## config.mk

```make
export PLATFORM = sky130hd
export DESIGN_NAME = cli_core
export DESIGN_NICKNAME = d
export VERILOG_FILES = /design/src/verilog/cli_core.v /design/src/verilog/cli_onehot.v /design/src/verilog/cli_prio_enc.v
export VERILOG_INCLUDE_DIRS = /design/src /design/src/verilog
export SDC_FILE = /design/constraint.sdc
export NUM_CORES = 1
export LEC_CHECK = 0
export ABC_AREA = 1
export BUFFER_PORTS_ARGS = -buffer_cell sky130_fd_sc_hd__buf_4
export CAP_MARGIN = 20
export CORE_MARGIN = 2
export CORE_UTILIZATION = 35
export CTS_CLUSTER_DIAMETER = 150
export CTS_CLUSTER_SIZE = 10
export DETAILED_ROUTE_END_ITERATION = 10
export GPL_TIMING_DRIVEN = 0
export PLACE_DENSITY = 0.57
export SETUP_SLACK_MARGIN = 0.02
export SLEW_MARGIN = 30
export SYNTH_ARGS = -nofsm -noshare
export SYNTH_HDL_FRONTEND = slang
export SYNTH_HIERARCHICAL = 1
export SYNTH_SLANG_ARGS = --single-unit
export TNS_END_PERCENT = 50
```

## constraint.sdc

```tcl
create_clock -name mclk -period 2.9 [get_ports mclk]
set_clock_uncertainty 0.15 [all_clocks]
set_input_delay 0.145 -clock mclk [delete_from_list [all_inputs] [get_ports mclk]]
set_output_delay 0.145 -clock mclk [all_outputs]
set_load 0.05 [all_outputs]
```

## src/verilog/cli_map.vh

```
// How it works
// - A written 0 clears a set flag and its request; a 1 never clears.
// - A flag reads 1 while pending; bit 14 is datalog, 13..0 levels 14..1.
// - A 16-bit enable register has one bit per maskable level.
// - The enables do not touch the nonmaskable or external reset paths.
// - The enables are read/write; 1 enables a level and 0 disables it.
// - A level with enable 0 is never acknowledged, whatever the mask bit.
// - An enabled level is acknowledged when flagged and the mask bit is 0.
// - Service or a software interrupt instruction clears that enable bit.
// - A trap-requested interrupt leaves its enable bit unchanged.
// - Reset clears every enable bit to 0.
// - Enable bit 15 gates RTOS, 14 datalog, and 13..0 levels 14..1.
// - Flag bit 15 records pending RTOS interrupts and clears on a 0 write.
// - A flag clears when its level is acknowledged, and all clear on reset.
// - An arriving request sets its pending flag.
`ifndef CLI_MAP_VH
`define CLI_MAP_VH
`define CLI_WIDTH 16
`define CLI_IDX_W 4
`define CLI_FLAG_RESET 16'h0000
`define CLI_ENABLE_RESET 16'h0000
`define CLI_BIT_RTOS 4'hF
`define CLI_BIT_DLOG 4'hE
`define CLI_SEL_FLAGS 1'h0
`define CLI_SEL_ENABLES 1'h1
`endif

```

## src/verilog/cli_core.v

```verilog
`timescale 1ns/1ps
`include "cli_map.vh"
module cli_core (
    // Clock and reset.
    input wire mclk,
    input wire rst,
    // Incoming requests, one pulse or level per source.
    input wire [15:0] irq_req,
    // Global mask bit from the CPU status.
    input wire global_mask_bit,
    // Register access port: select 0 is flags, 1 is enables.
    input wire reg_wr,
    input wire reg_sel,
    input wire [15:0] reg_wdata,
    output reg [15:0] reg_rdata,
    // Service: CPU takes the offered level.
    input wire ack_take,
    // Software interrupt instruction and trap instruction.
    input wire swi_valid,
    input wire swi_trap,
    input wire [3:0] swi_idx,
    // Offered interrupt to the pipeline.
    output wire irq_valid,
    output wire [3:0] irq_idx,
    // Register views.
    output wire [15:0] interrupt_flag_register,
    output wire [15:0] level_enable_register
);
    reg [15:0] flag_reg;
    reg [15:0] flag_next;
    reg [15:0] en_reg;
    reg [15:0] en_next;
    wire [15:0] ack_mask;
    wire [15:0] swi_mask;
    wire [15:0] cand;
    wire ack_fire;

    assign interrupt_flag_register = flag_reg;
    assign level_enable_register = en_reg;

    // Only enabled, pending levels compete, and only with the mask clear.
    // The nonmaskable and reset paths never pass through here.
    assign cand = global_mask_bit ? 16'h0000
        : (flag_reg & en_reg);

    cli_prio_enc u_prio (
        .req(cand),
        .any(irq_valid),
        .idx(irq_idx)
    );

    assign ack_fire = ack_take && irq_valid;

    cli_onehot u_ack (
        .idx(irq_idx),
        .en(ack_fire),
        .mask(ack_mask)
    );

    // A trap leaves the enable alone, so it is excluded here.
    cli_onehot u_swi (
        .idx(swi_idx),
        .en(swi_valid && !swi_trap),
        .mask(swi_mask)
    );

    // Flags: a write of 0 clears, acknowledge clears, new requests set.
    // Arrival is applied last so a request in the clearing cycle survives.
    always @* begin
        flag_next = flag_reg;
        if (reg_wr && reg_sel == `CLI_SEL_FLAGS) begin
            flag_next = flag_next & reg_wdata;
        end
        flag_next = flag_next & ~ack_mask;
        flag_next = flag_next | irq_req;
    end

    // Enables: software write, then automatic clear on service.
    // Bit 15 is stored like any other; keeping it is software's duty.
    always @* begin
        en_next = en_reg;
        if (reg_wr && reg_sel == `CLI_SEL_ENABLES) begin
            en_next = reg_wdata;
        end
        en_next = en_next & ~ack_mask & ~swi_mask;
    end

    // State registers.
    always @(posedge mclk) begin
        if (rst) begin
            flag_reg <= `CLI_FLAG_RESET;
            en_reg <= `CLI_ENABLE_RESET;
        end else begin
            flag_reg <= flag_next;
            en_reg <= en_next;
        end
    end

    // Registered read data follows the selected register.
    always @(posedge mclk) begin
        if (rst) begin
            reg_rdata <= 16'h0000;
        end else if (reg_sel == `CLI_SEL_ENABLES) begin
            reg_rdata <= en_reg;
        end else begin
            reg_rdata <= flag_reg;
        end
    end
endmodule

```

## src/verilog/cli_onehot.v

```verilog
`timescale 1ns/1ps
`include "cli_map.vh"
module cli_onehot (
    // Index and qualifier.
    input wire [3:0] idx,
    input wire en,
    // One-hot mask.
    output wire [15:0] mask
);
    genvar g;

    // One decode term per bit.
    generate
        for (g = 0; g < `CLI_WIDTH; g = g + 1) begin : dec
            assign mask[g] = en && (idx == g);
        end
    endgenerate
endmodule

```

## src/verilog/cli_prio_enc.v

```verilog
`timescale 1ns/1ps
`include "cli_map.vh"
module cli_prio_enc (
    // Candidate vector.
    input wire [15:0] req,
    // Winner.
    output reg any,
    output reg [3:0] idx
);
    integer i;

    // Scan downward so the lowest set bit is the last to be taken.
    always @* begin
        any = 1'h0;
        idx = 4'h0;
        for (i = `CLI_WIDTH - 1; i >= 0; i = i - 1) begin
            if (req[i]) begin
                any = 1'h1;
                idx = i[3:0];
            end
        end
    end
endmodule
```

### After elaboration in Yosys (flattened, before gate mapping)

Cells that the tools add are included.

| operators by class | value |
|---|---|
| add/sub/neg operators | 0 |
| multipliers | 0 |
| div/mod/pow operators | 0 |
| magnitude comparators | 0 |
| equality and inequality tests | 30 |
| shift-type cells | 0 |
| muxes and demuxes | 36 |
| bitwise gates (word level) | 9 |
| reductions and logical operators | 39 |

Operator list:

| operator | number |
|---|---|
| $and 16x16->16 | 5 |
| $eq 4x4->1 const B | 16 |
| $mux 16 | 4 |
| $mux 4 | 16 |
| $logic_and 1x1->1 | 36 |
| $eq 4x3->1 const B | 8 |
| $not 16->16 | 2 |
| $eq 4x2->1 const B | 4 |
| $mux 1 | 16 |
| $or 16x16->16 | 1 |
| $eq 4x1->1 const B | 2 |
| $logic_not 4->1 | 2 |
| $logic_not 1->1 | 1 |
| $not 1->1 | 1 |

| word-level totals | value |
|---|---|
| bits in registers | 48 |
| latch bits | 0 |
| bits in writable memories | 0 |
| bits in read-only memories | 0 |
| input bits | 44 |
| output and inout bits | 53 |
| word-level logic and storage cells | 117 |
| memories | 0 |

### Depth between registers and ports, before layout

Gate-level depths: netlist of the first run.

| depth | value |
|---|---|
| word-level depth | 23 |
| depth in mapped cells | 23 |

### Modules after synthesis

The synthesis of the first run kept the hierarchy.

Modules (own cells, without submodules):

| module | times used | cells each | area an instance (sq um) | sequential area each (sq um) |
|---|---|---|---|---|
| cli_core | 1 | 323 | 2,137.0 | 960.9 |
| cli_onehot | 2 | 32 | 126.4 | 0.0 |
| cli_prio_enc | 1 | 49 | 209.0 | 0.0 |

### Worst setup path after synthesis of the first run

Ideal clock, no wire load.

| path | value |
|---|---|
| path type | register -> register |
| from | register flag_reg[14] (netlist: interrupt_flag_register[14]) |
| to | register en_reg[8] (netlist: level_enable_register[8]) |
| arrival | 3,457 ps |
| data required time | 2,686 ps |
| setup slack | -771 ps |
| cell stages (with the launch flop) | 16 |
| clock period less this slack | 3,671 ps |
| cell sequence | dfxtp_1 > inv_1 > nor3_1 > or2_1 > nand3_1 > nand3_1 > nand3_1 > nand3_1 > a21oi_1 > nor3_1 > inv_1 > nand3_1 > nor2_1 > nor3_1 > nand2_1 > nor2_1 |

| between the ends | value |
|---|---|
| word-level cells in the longest chain between the ends | 22 |
| elaborated cells between the ends (all ways) | 38 |

Ends and longest elaborated chain:

| element | line | source |
|---|---|---|
| from (decl) | cli_core.v:29 | `reg [15:0] flag_reg;` |
| from (signal assigned) | cli_core.v:91 | `` flag_reg <= `CLI_FLAG_RESET; `` |
| from (signal assigned) | cli_core.v:94 | `flag_reg <= flag_next;` |
| $and 16x16->16 | cli_core.v:44 | `: (flag_reg & en_reg);` |
| $mux 16 | cli_core.v:43 | `assign cand = global_mask_bit ? 16'h0000` |
| net cand[14] | cli_core.v:35 | `wire [15:0] cand;` |
| $mux 4 (15 in a row) | cli_prio_enc.v:17 | `if (req[i]) begin` |
| net irq_idx[1] | cli_core.v:24 | `output wire [3:0] irq_idx,` |
| $eq 4x4->1 | cli_onehot.v:15 | `assign mask[g] = en && (idx == g);` |
| $logic_and 1x1->1 | cli_onehot.v:15 |  |
| net ack_mask[8] | cli_core.v:33 | `wire [15:0] ack_mask;` |
| $not 16->16 | cli_core.v:85 | `en_next = en_next & ~ack_mask & ~swi_mask;` |
| $and 16x16->16 (2 in a row) | cli_core.v:85 |  |
| to (signal assigned) | cli_core.v:92 | `` en_reg <= `CLI_ENABLE_RESET; `` |
| to (signal assigned) | cli_core.v:95 | `en_reg <= en_next;` |
| to (decl) | cli_core.v:31 | `reg [15:0] en_reg;` |

The timed path passes the listed nets, and every way through them passes these cells.
A chain may end at the register's enable or synchronous reset.

### Worst setup path in the final report of the first run

| path | value |
|---|---|
| from | register en_reg[13] (netlist: level_enable_register[13]) |
| to | register en_reg[4] (netlist: level_enable_register[4]) |

| between the ends | value |
|---|---|
| word-level cells in the longest chain between the ends | 21 |
| elaborated cells between the ends (all ways) | 36 |

Ends and longest elaborated chain:

| element | line |
|---|---|
| $and 16x16->16 * | cli_core.v:44 |
| $mux 16 * | cli_core.v:43 |
| net cand[13] | cli_core.v:35 |
| $mux 4 / $mux 1 (equally long branches) (14 in a row) | cli_prio_enc.v:17 |
| $eq 4x3->1 / $logic_and 1x1->1 (equally long branches) | cli_onehot.v:15, cli_core.v:52 |
| $logic_and 1x1->1 * | cli_onehot.v:15 |
| net ack_mask[4] | cli_core.v:33 |
| $not 16->16 * | cli_core.v:85 |
| $and 16x16->16 * (2 in a row) | cli_core.v:85 |

The timed path passes the listed nets; every way through them passes the cells marked *.

==> results_tabular.tex, run 1 <==
\begin{tabular}{lr}
\hline
Metric & Value \\
\hline
\multicolumn{2}{l}{\textbf{Status}} \\
\quad Outcome & finished, final reports clean \\
\multicolumn{2}{l}{\textbf{Layout}} \\
\quad Fin cells & 665 \\
\quad Final design utilization & 0.5326 \\
\quad Most frequent cells in the layout & 97 x sky130\_fd\_sc\_hd\_\_nor2\_1, 97 x sky130\_fd\_sc\_hd\_\_buf\_4, 78 x sky130\_fd\_sc\_hd\_\_nand2\_1 \\
\quad Antenna fix cells & 0 \\
\quad Post-synthesis to final-layout area growth & 47.86\% \\
\quad Final Net Count & 609 \\
\quad \# fillers & 770 \\
\quad Fraction of layout cells with a size suffix above 1 & 0.2244 \\
\multicolumn{2}{l}{\textbf{Clock network}} \\
\quad Maximum clock insertion buffer count & 2 \\
\quad Maximum level of the CTS H-tree & 2 \\
\quad Clock transition at the register clock pins on the worst setup and hold paths after CTS & 100 ps \\
\quad Clock buffer count from CTS & 5 \\
\quad Clock latency on the worst-skew pair & 300 ps \\
\quad Total number of clock tree sinks & 48 \\
\quad TritonCTS clock tree & yes \\
\quad Resized Gates After CTS & 0 \\
\quad Buffer cell driving the clock tree root & sky130\_fd\_sc\_hd\_\_clkbuf\_8 \\
\multicolumn{2}{l}{\textbf{GRT}} \\
\quad Vias in the first global route & 2,978 \\
\quad First-pass GRT wire length & 14,460 um \\
\quad Total grt overflow & 0 \\
\quad Number of antenna violations at the first check in global routing & 0 \\
\quad Largest net degree at the start of global routing & 15 \\
\quad Overall track demand over capacity in global routing & 0.2217 \\
\multicolumn{2}{l}{\textbf{Drt}} \\
\quad WL/cell & 13.52 um \\
\quad Number of nets still failing antenna checks after routing & 0 \\
\quad Length of the first detailed-routing pass in iterations & 4 \\
\quad Iteration-0 DRC Markers & 163 \\
\quad Post-route DRC & 0 \\
\quad Average via count per standard cell & 4.552 \\
\quad Total via count after detailed routing & 3,027 \\
\quad Final wirelength & 8992 um \\
\multicolumn{2}{l}{\textbf{Synth}} \\
\quad Proportion of synthesized chip area in sequential cells & 0.3698 \\
\quad Area share of the largest cell type after synthesis & 0.3698 \\
\quad Post-synthesis cell type with the largest combined area & sky130\_fd\_sc\_hd\_\_dfxtp\_1 \\
\quad Netlist Area Pre-Place & 2599 sq um \\
\quad Total nets after synthesis & 480 \\
\quad Count of cell types in the netlist & 19 \\
\quad Mean Syn Cell Area & 5.960 sq um \\
\quad Number of instances in the synthesized netlist & 436 \\
\quad Total of warnings raised by yosys & 6 \\
\quad Synth Register Bits & 48 \\
\quad Cell types occupying the most area after synthesis & sky130\_fd\_sc\_hd\_\_dfxtp\_1 37\%, sky130\_fd\_sc\_hd\_\_nor2\_1 14\%, sky130\_fd\_sc\_hd\_\_nand2\_1 11\%, sky130\_fd\_sc\_hd\_\_inv\_1 10\%, sky130\_fd\_sc\_hd\_\_a21oi\_1 7.5\% \\
\multicolumn{2}{l}{\textbf{Timing}} \\
\quad Tightest slew margin relative to the limit & 0.5920 \\
\quad Final critical-path required period & 2528 ps \\
\quad Worst hold margin & 7.051 ps \\
\quad Setup violations, final & 0 \\
\quad Maximum clock frequency & 0.3956 GHz \\
\quad Final TNS setup & 0 ps \\
\quad Final Slew Violations & 0 \\
\quad Period utilization & 0.8717 \\
\quad Final hold violation count & 0 \\
\quad Setup repair after global routing missed its margin & false \\
\quad Worst Max-Slew Pin Slew & 612.1 ps \\
\multicolumn{2}{l}{\textbf{Floorplan}} \\
\quad Number of rows in the core area & 31 \\
\quad Initial core utilization & 0.3602 \\
\quad I/O Pins & 97 \\
\quad Die height & 90.17 um \\
\quad Core region area & 7214 sq um \\
\quad Die extent in x & 90.17 um \\
\quad Die Footprint & 8131 sq um \\
\multicolumn{2}{l}{\textbf{Min path}} \\
\quad Hold Path Stages & 5 \\
\quad Worst min path class & primary input to flip-flop \\
\quad Worst Hold Endpoint & level\_enable\_register[8] \\
\quad Hold path startpoint & reg\_wdata[8] \\
\multicolumn{2}{l}{\textbf{Setup path}} \\
\quad Max Fanout on Critical Path & 6 \\
\quad Endpoint of the most critical register-to-register path & level\_enable\_register[4] \\
\quad Worst EP arrival & 2600 ps \\
\quad Worst setup EP type & flip-flop \\
\quad Critical setup path kind & flip-flop to flip-flop \\
\quad Path depth of the worst reg2reg path & 22 \\
\quad Setup slack on the worst flop-to-flop path & 370 ps \\
\quad Crit path required time & 2970 ps \\
\quad Startpoint of the most critical register-to-register path & level\_enable\_register[13] \\
\quad Startpoint type of the worst setup path & flip-flop \\
\multicolumn{2}{l}{\textbf{Place}} \\
\quad Number of placed cells counting well taps & 629 \\
\quad Half-perimeter wire length after placement & 6709 um \\
\quad Number of buffer cells added on primary ports & 94 \\
\quad Placer's final routability congestion estimate & 0.8817 \\
\multicolumn{2}{l}{\textbf{Power and ir drop}} \\
\quad Leakage power & 1.963 nW \\
\quad Internal power of the cells & 1.168 mW \\
\quad Part of the total power dissipated in sequential elements & 0.401 \\
\quad Power Total & 1.836 mW \\
\quad Combinational power share & 0.334 \\
\quad Clock group share of total power & 0.265 \\
\quad Worst IR Drop VDD & 0.0002040 V \\
\quad Power density over cell area & 477.9 nW/um\^{}2 \\
\quad Switching fraction of total power & 0.3637 \\
\quad P\_sw & 0.6677 mW \\
\multicolumn{2}{l}{\textbf{Flow run}} \\
\quad Max\_cap viols & 0 \\
\hline
\end{tabular}
[how the worst max path moves through the flow]
stage | start | endpoint | slack (ps) | depth (start not counted)
floorplan | interrupt_flag_register[14] | level_enable_register[5] | 110 | 15
global placement | global_mask_bit | interrupt_flag_register[4] | 290 | 23
detailed placement | global_mask_bit | level_enable_register[4] | 240 | 23
CTS | interrupt_flag_register[1] | interrupt_flag_register[0] | 370 | 13
global route | level_enable_register[13] | level_enable_register[4] | 30 | 22
finish | level_enable_register[13] | level_enable_register[4] | 370 | 22
[through the flow]
stage          worst slack [ps]  cell area (sq um)
2_1_floorplan             112.0               2625
3_3_place_gp              291.7               3455
3_5_place_dp              237.6               3455
4_1_cts                   370.8               3842
5_1_grt                   26.86               3842
6_report                  372.2               3842
[cell families (layout without fill, tap and decap cells)]
| group | Yosys count | in the layout | share of synthesized area |
|---|---|---|---|
| buf+inv | 97 | 227 | 0.1512 |
| compound gates | 56 | 56 | 0.1093 |
| flops | 48 | 48 | 0.3698 |
| simple gates | 235 | 235 | 0.3698 |
[worst max-delay path, stage by stage (launching register included)]
cell and delay, ps:
sky130_fd_sc_hd__dfxtp_1 380, sky130_fd_sc_hd__nand2_1 70, sky130_fd_sc_hd__nor2_1 170, sky130_fd_sc_hd__inv_1 80, sky130_fd_sc_hd__nand2_1 80, sky130_fd_sc_hd__nand2_1 60
sky130_fd_sc_hd__nand2_1 50, sky130_fd_sc_hd__nand2_1 40, sky130_fd_sc_hd__nand2_1 50, sky130_fd_sc_hd__nand2_1 50, sky130_fd_sc_hd__nand2_1 50, sky130_fd_sc_hd__nand2_1 40
sky130_fd_sc_hd__nand2_1 50, sky130_fd_sc_hd__nand2_1 50, sky130_fd_sc_hd__nand2_1 50, sky130_fd_sc_hd__nand2_1 80, sky130_fd_sc_hd__a21oi_4 210, sky130_fd_sc_hd__inv_1 120
sky130_fd_sc_hd__nand3_1 210, sky130_fd_sc_hd__nor2_1 100, sky130_fd_sc_hd__nor2_1 110, sky130_fd_sc_hd__nand2_1 50, sky130_fd_sc_hd__nor3_1 160
[state kept, by name (all words and copies together), names as in the netlist]
| signal | cells |
|---|---|
| level_enable_register | 16 |
| reg_rdata | 16 |
| interrupt_flag_register | 16 |
[area by class of cell]
class                      instances  area, sq um  area share
clock buffer                       6        72.57     0.01889
clock inverter                     2        35.03    0.009118
sequential                        48        960.9      0.2501
tap                               99        123.9     0.03224
buffer                            16        88.84     0.02312
timing repair buffer             122        985.9      0.2566
inverter                          81        304.0     0.07913
multi-input combinational        291         1271      0.3308
[synthesized netlist by cell type (all sizes together)]
master / n
nor2: 98
inv: 81
nand2: 79
dfxtp: 48
a21oi: 40
nand3: 36
nor3: 19
o21ai: 16
buf: 12
clkbuf: 4
nand4: 1
nor4: 1
or2: 1
[power by group through the flow]
stage | logic [mW] | registers, mW | clock network (mW)
after floorplan | 0.223 | 0.912 | 0
after global placement | 0.581 | 0.751 | 0
after detailed placement | 0.584 | 0.751 | 0
after CTS | 0.615 | 0.736 | 0.504
after global routing | 0.662 | 0.742 | 0.527
final | 0.613 | 0.736 | 0.487
[metal layers]
metal	vias to the layer above	wire length [um]	GRT usage
met5	-	0	0
met4	0	51	0.06282
met3	4	569	0.03269
met1	1333	4160	0.2988
met2	97	4210	0.3690
li1	1593	-	-
[timing repair]
action	4_1_cts	5_1_grt
setup buffers	0	0
hold endpoints to repair	28	0
hold buffers	28	0
No activity file was read; power rests on OpenSTA's default activity.
==> run 2, diff against run 1 <==
Settings changed: PLACE_DENSITY 0.57 to unset.
==> run 2 against run 1 <==
Effect of this change: die area unchanged; largest power group unchanged; flip-flop and latch count is the same; register-to-register slack worse by 60 ps; non-clock buffer count is 1 higher; largest cell class unchanged; total power grew 0.74%; critical path type unchanged.
==> results_tabular.tex, run 2 (synthesis gave the netlist of run 1 again) <==
\begin{tabular}{lr}
\hline
Metric & Value \\
\hline
\multicolumn{2}{l}{\textbf{Status}} \\
\quad Outcome & finished, final reports clean (unchanged) \\
\multicolumn{2}{l}{\textbf{Clock network}} \\
\quad Total number of clock tree sinks & 48 (unchanged) \\
\quad Maximum level of the CTS H-tree & 2 (unchanged) \\
\quad Buffer cell driving the clock tree root & sky130\_fd\_sc\_hd\_\_clkbuf\_8 (unchanged) \\
\quad Clock transition at the register clock pins on the worst setup and hold paths after CTS & 90 ps (was 100 ps) \\
\quad Maximum clock insertion buffer count & 2 (unchanged) \\
\quad TritonCTS clock tree & yes (unchanged) \\
\quad Clock buffer count from CTS & 5 (unchanged) \\
\quad Clock latency on the worst-skew pair & 300 ps (about the same) \\
\multicolumn{2}{l}{\textbf{Drt}} \\
\quad Iteration-0 DRC Markers & 155 (was 163) \\
\quad Length of the first detailed-routing pass in iterations & 4 (unchanged) \\
\quad WL/cell & 13.92 um (was 13.52 um) \\
\quad Number of nets still failing antenna checks after routing & 0 (unchanged) \\
\quad Post-route DRC & 0 (unchanged) \\
\quad Average via count per standard cell & 4.701 (was 4.552) \\
\quad Final wirelength & 9273 um (was 8992 um) \\
\quad Total via count after detailed routing & 3,131 (was 3,027) \\
\multicolumn{2}{l}{\textbf{Place}} \\
\quad Placer's final routability congestion estimate & 0.8855 (was 0.8817) \\
\quad Number of placed cells counting well taps & 629 (unchanged) \\
\quad Number of buffer cells added on primary ports & 94 (unchanged) \\
\quad Half-perimeter wire length after placement & 6920 um (was 6709 um) \\
\quad Post-placement cell area & 3455 sq um (unchanged) \\
\quad Worst slack at placement & 232.4 ps (was 237.6 ps) \\
\multicolumn{2}{l}{\textbf{Timing}} \\
\quad Setup repair after global routing missed its margin & true (was false) \\
\quad Worst hold margin & 6.757 ps (was 7.051 ps) \\
\quad Maximum clock frequency & 0.3864 GHz (was 0.3956 GHz) \\
\quad Final TNS setup & 0 ps (unchanged) \\
\quad Final critical-path required period & 2588 ps (was 2528 ps) \\
\quad Tightest slew margin relative to the limit & 0.5294 (was 0.5920) \\
\quad Final Slew Violations & 0 (unchanged) \\
\quad Worst Max-Slew Pin Slew & 700.4 ps (was 612.1 ps) \\
\quad Final hold violation count & 0 (unchanged) \\
\quad Setup ws final & 312.1 ps (was 372.2 ps) \\
\quad Period utilization & 0.8924 (was 0.8717) \\
\quad Setup violations, final & 0 (unchanged) \\
\multicolumn{2}{l}{\textbf{Power and ir drop}} \\
\quad Leakage power & 1.967 nW (was 1.963 nW) \\
\quad Power density over cell area & 479.5 nW/um\^{}2 (was 477.9 nW/um\^{}2) \\
\quad Power Total & 1.850 mW (was 1.836 mW) \\
\quad Worst IR Drop VDD & 0.0002677 V (was 0.0002040 V) \\
\multicolumn{2}{l}{\textbf{Setup path}} \\
\quad Worst EP arrival & 2600 ps (about the same) \\
\quad Startpoint type of the worst setup path & flip-flop (unchanged) \\
\quad Path depth of the worst reg2reg path & 13 (was 22) \\
\quad List of cells traversed by the critical path & inv\_1, nor3\_1, nor3\_1, inv\_1, nor2\_1, nand2\_1, nand2\_1, inv\_1, nand3\_1, nor2\_1, nor2\_1, nand2\_1, a21oi\_1 (was nand2\_1, nor2\_1, inv\_1, nand2\_1, nand2\_1, nand2\_1, nand2\_1, nand2\_1, nand2\_1, nand2\_1, nand2\_1, nand2\_1, nand2\_1, nand2\_1, nand2\_1, a21oi\_4, inv\_1, nand3\_1, nor2\_1, nor2\_1, nand2\_1, nor3\_1) \\
\quad Crit path required time & 2920 ps (was 2970 ps) \\
\quad Worst setup EP type & flip-flop (unchanged) \\
\quad Slowest stage cell on the critical path & sky130\_fd\_sc\_hd\_\_nor3\_1 (was sky130\_fd\_sc\_hd\_\_dfxtp\_1) \\
\quad Highest cell delay on the worst timing path & 580 ps (was 380 ps) \\
\quad Critical setup path kind & flip-flop to flip-flop (unchanged) \\
\quad Max Fanout on Critical Path & 5 (was 6) \\
\multicolumn{2}{l}{\textbf{GRT}} \\
\quad Vias in the first global route & 3,040 (was 2,978) \\
\quad Largest net degree at the start of global routing & 15 (unchanged) \\
\quad Total grt overflow & 0 (unchanged) \\
\quad Overall track demand over capacity in global routing & 0.2333 (was 0.2217) \\
\quad First-pass GRT wire length & 15,080 um (was 14,460 um) \\
\quad Number of antenna violations at the first check in global routing & 0 (unchanged) \\
\multicolumn{2}{l}{\textbf{Floorplan}} \\
\quad Number of rows in the core area & 31 (unchanged) \\
\quad Die extent in x & 90.17 um (unchanged) \\
\quad Core region area & 7214 sq um (unchanged) \\
\quad I/O Pins & 97 (unchanged) \\
\quad Initial core utilization & 0.3602 (unchanged) \\
\quad Die height & 90.17 um (unchanged) \\
\quad Die Footprint & 8131 sq um (unchanged) \\
\multicolumn{2}{l}{\textbf{Layout}} \\
\quad Fin cells & 666 (was 665) \\
\quad Most frequent cells in the layout & 97 x sky130\_fd\_sc\_hd\_\_buf\_4, 95 x sky130\_fd\_sc\_hd\_\_nor2\_1, 78 x sky130\_fd\_sc\_hd\_\_nand2\_1 (was 97 x sky130\_fd\_sc\_hd\_\_nor2\_1, 97 x sky130\_fd\_sc\_hd\_\_buf\_4, 78 x sky130\_fd\_sc\_hd\_\_nand2\_1) \\
\quad Final Net Count & 610 (was 609) \\
\quad Commonest non-fill, non-tap cell in the layout & sky130\_fd\_sc\_hd\_\_buf\_4 \\
\quad Post-layout instance area & 3857 sq um (was 3842 sq um) \\
\quad Combined area of the multi-input logic cells & 1276 sq um (was 1271 sq um) \\
\quad Fraction of layout cells with a size suffix above 1 & 0.2275 (was 0.2244) \\
\quad Seq. cell area & 960.9 sq um (unchanged) \\
\quad Antenna fix cells & 0 (unchanged) \\
\quad Post-synthesis to final-layout area growth & 48.44\% (was 47.86\%) \\
\quad \# fillers & 756 (was 770) \\
\quad Final design utilization & 0.5347 (was 0.5326) \\
\multicolumn{2}{l}{\textbf{Min path}} \\
\quad Hold Path Stages & 5 (unchanged) \\
\quad Worst min path class & primary input to flip-flop (unchanged) \\
\multicolumn{2}{l}{\textbf{Flow run}} \\
\quad Max\_cap viols & 0 (unchanged) \\
\hline
\end{tabular}
==> run 2: cell types whose count changed in the layout (fill, tap and decap cells not counted), sizes merged <==
cell         previous run  this run
dlygate4sd3            28        29
==> run 2: power breakdown <==
| group | switching (mW) | total [mW] | internal [mW] |
|---|---|---|---|
| Combinational | 0.412 | 0.618 | 0.206 |
| Sequential | 0.0302 | 0.737 | 0.706 |
| Clock | 0.238 | 0.495 | 0.257 |
| Total | 0.680 | 1.85 | 1.17 |
==> run 2: worst paths after layout <==
path / from / end / slack [ps]
worst max register to register: interrupt_flag_register[1] / interrupt_flag_register[0] / 310
worst min-delay path: reg_wdata[5] / level_enable_register[5] / 7
worst min register to register: interrupt_flag_register[11] / reg_rdata[11] / 350
worst max-delay path: interrupt_flag_register[1] / interrupt_flag_register[0] / 310
==> run 2: final cells by class <==
class,count,area share
clock buffer,6,0.01881
clock inverter,2,0.009082
tap,99,0.03211
buffer,16,0.02303
sequential,48,0.2491
timing repair buffer,123,0.2582
multi-input combinational,291,0.3308
inverter,81,0.07882
==> run 2: metal layers <==
layer	routed length [um]	global-route usage	vias up
li1	-	-	1594
met1	4446	0.3200	1422
met2	4203	0.3753	101
met3	467	0.04107	14
met4	156	0.06923	0
met5	0	0	-
==> run 2: worst max-delay path, delay by kind of cell (launching register included) <==
family	cells	cell delay [ps]
AND/OR/NAND/NOR	9	1510
flip-flops	1	380
buffers and inverters	3	350
AO/OA/AOI/OAI	1	60
==> run 2: what timing repair did <==
item,CTS,global route
buffers inserted,0,0
hold buffers,29,0
hold endpoints to repair,29,0
resized for setup,0,2
endpoints found under the setup margin,0,3
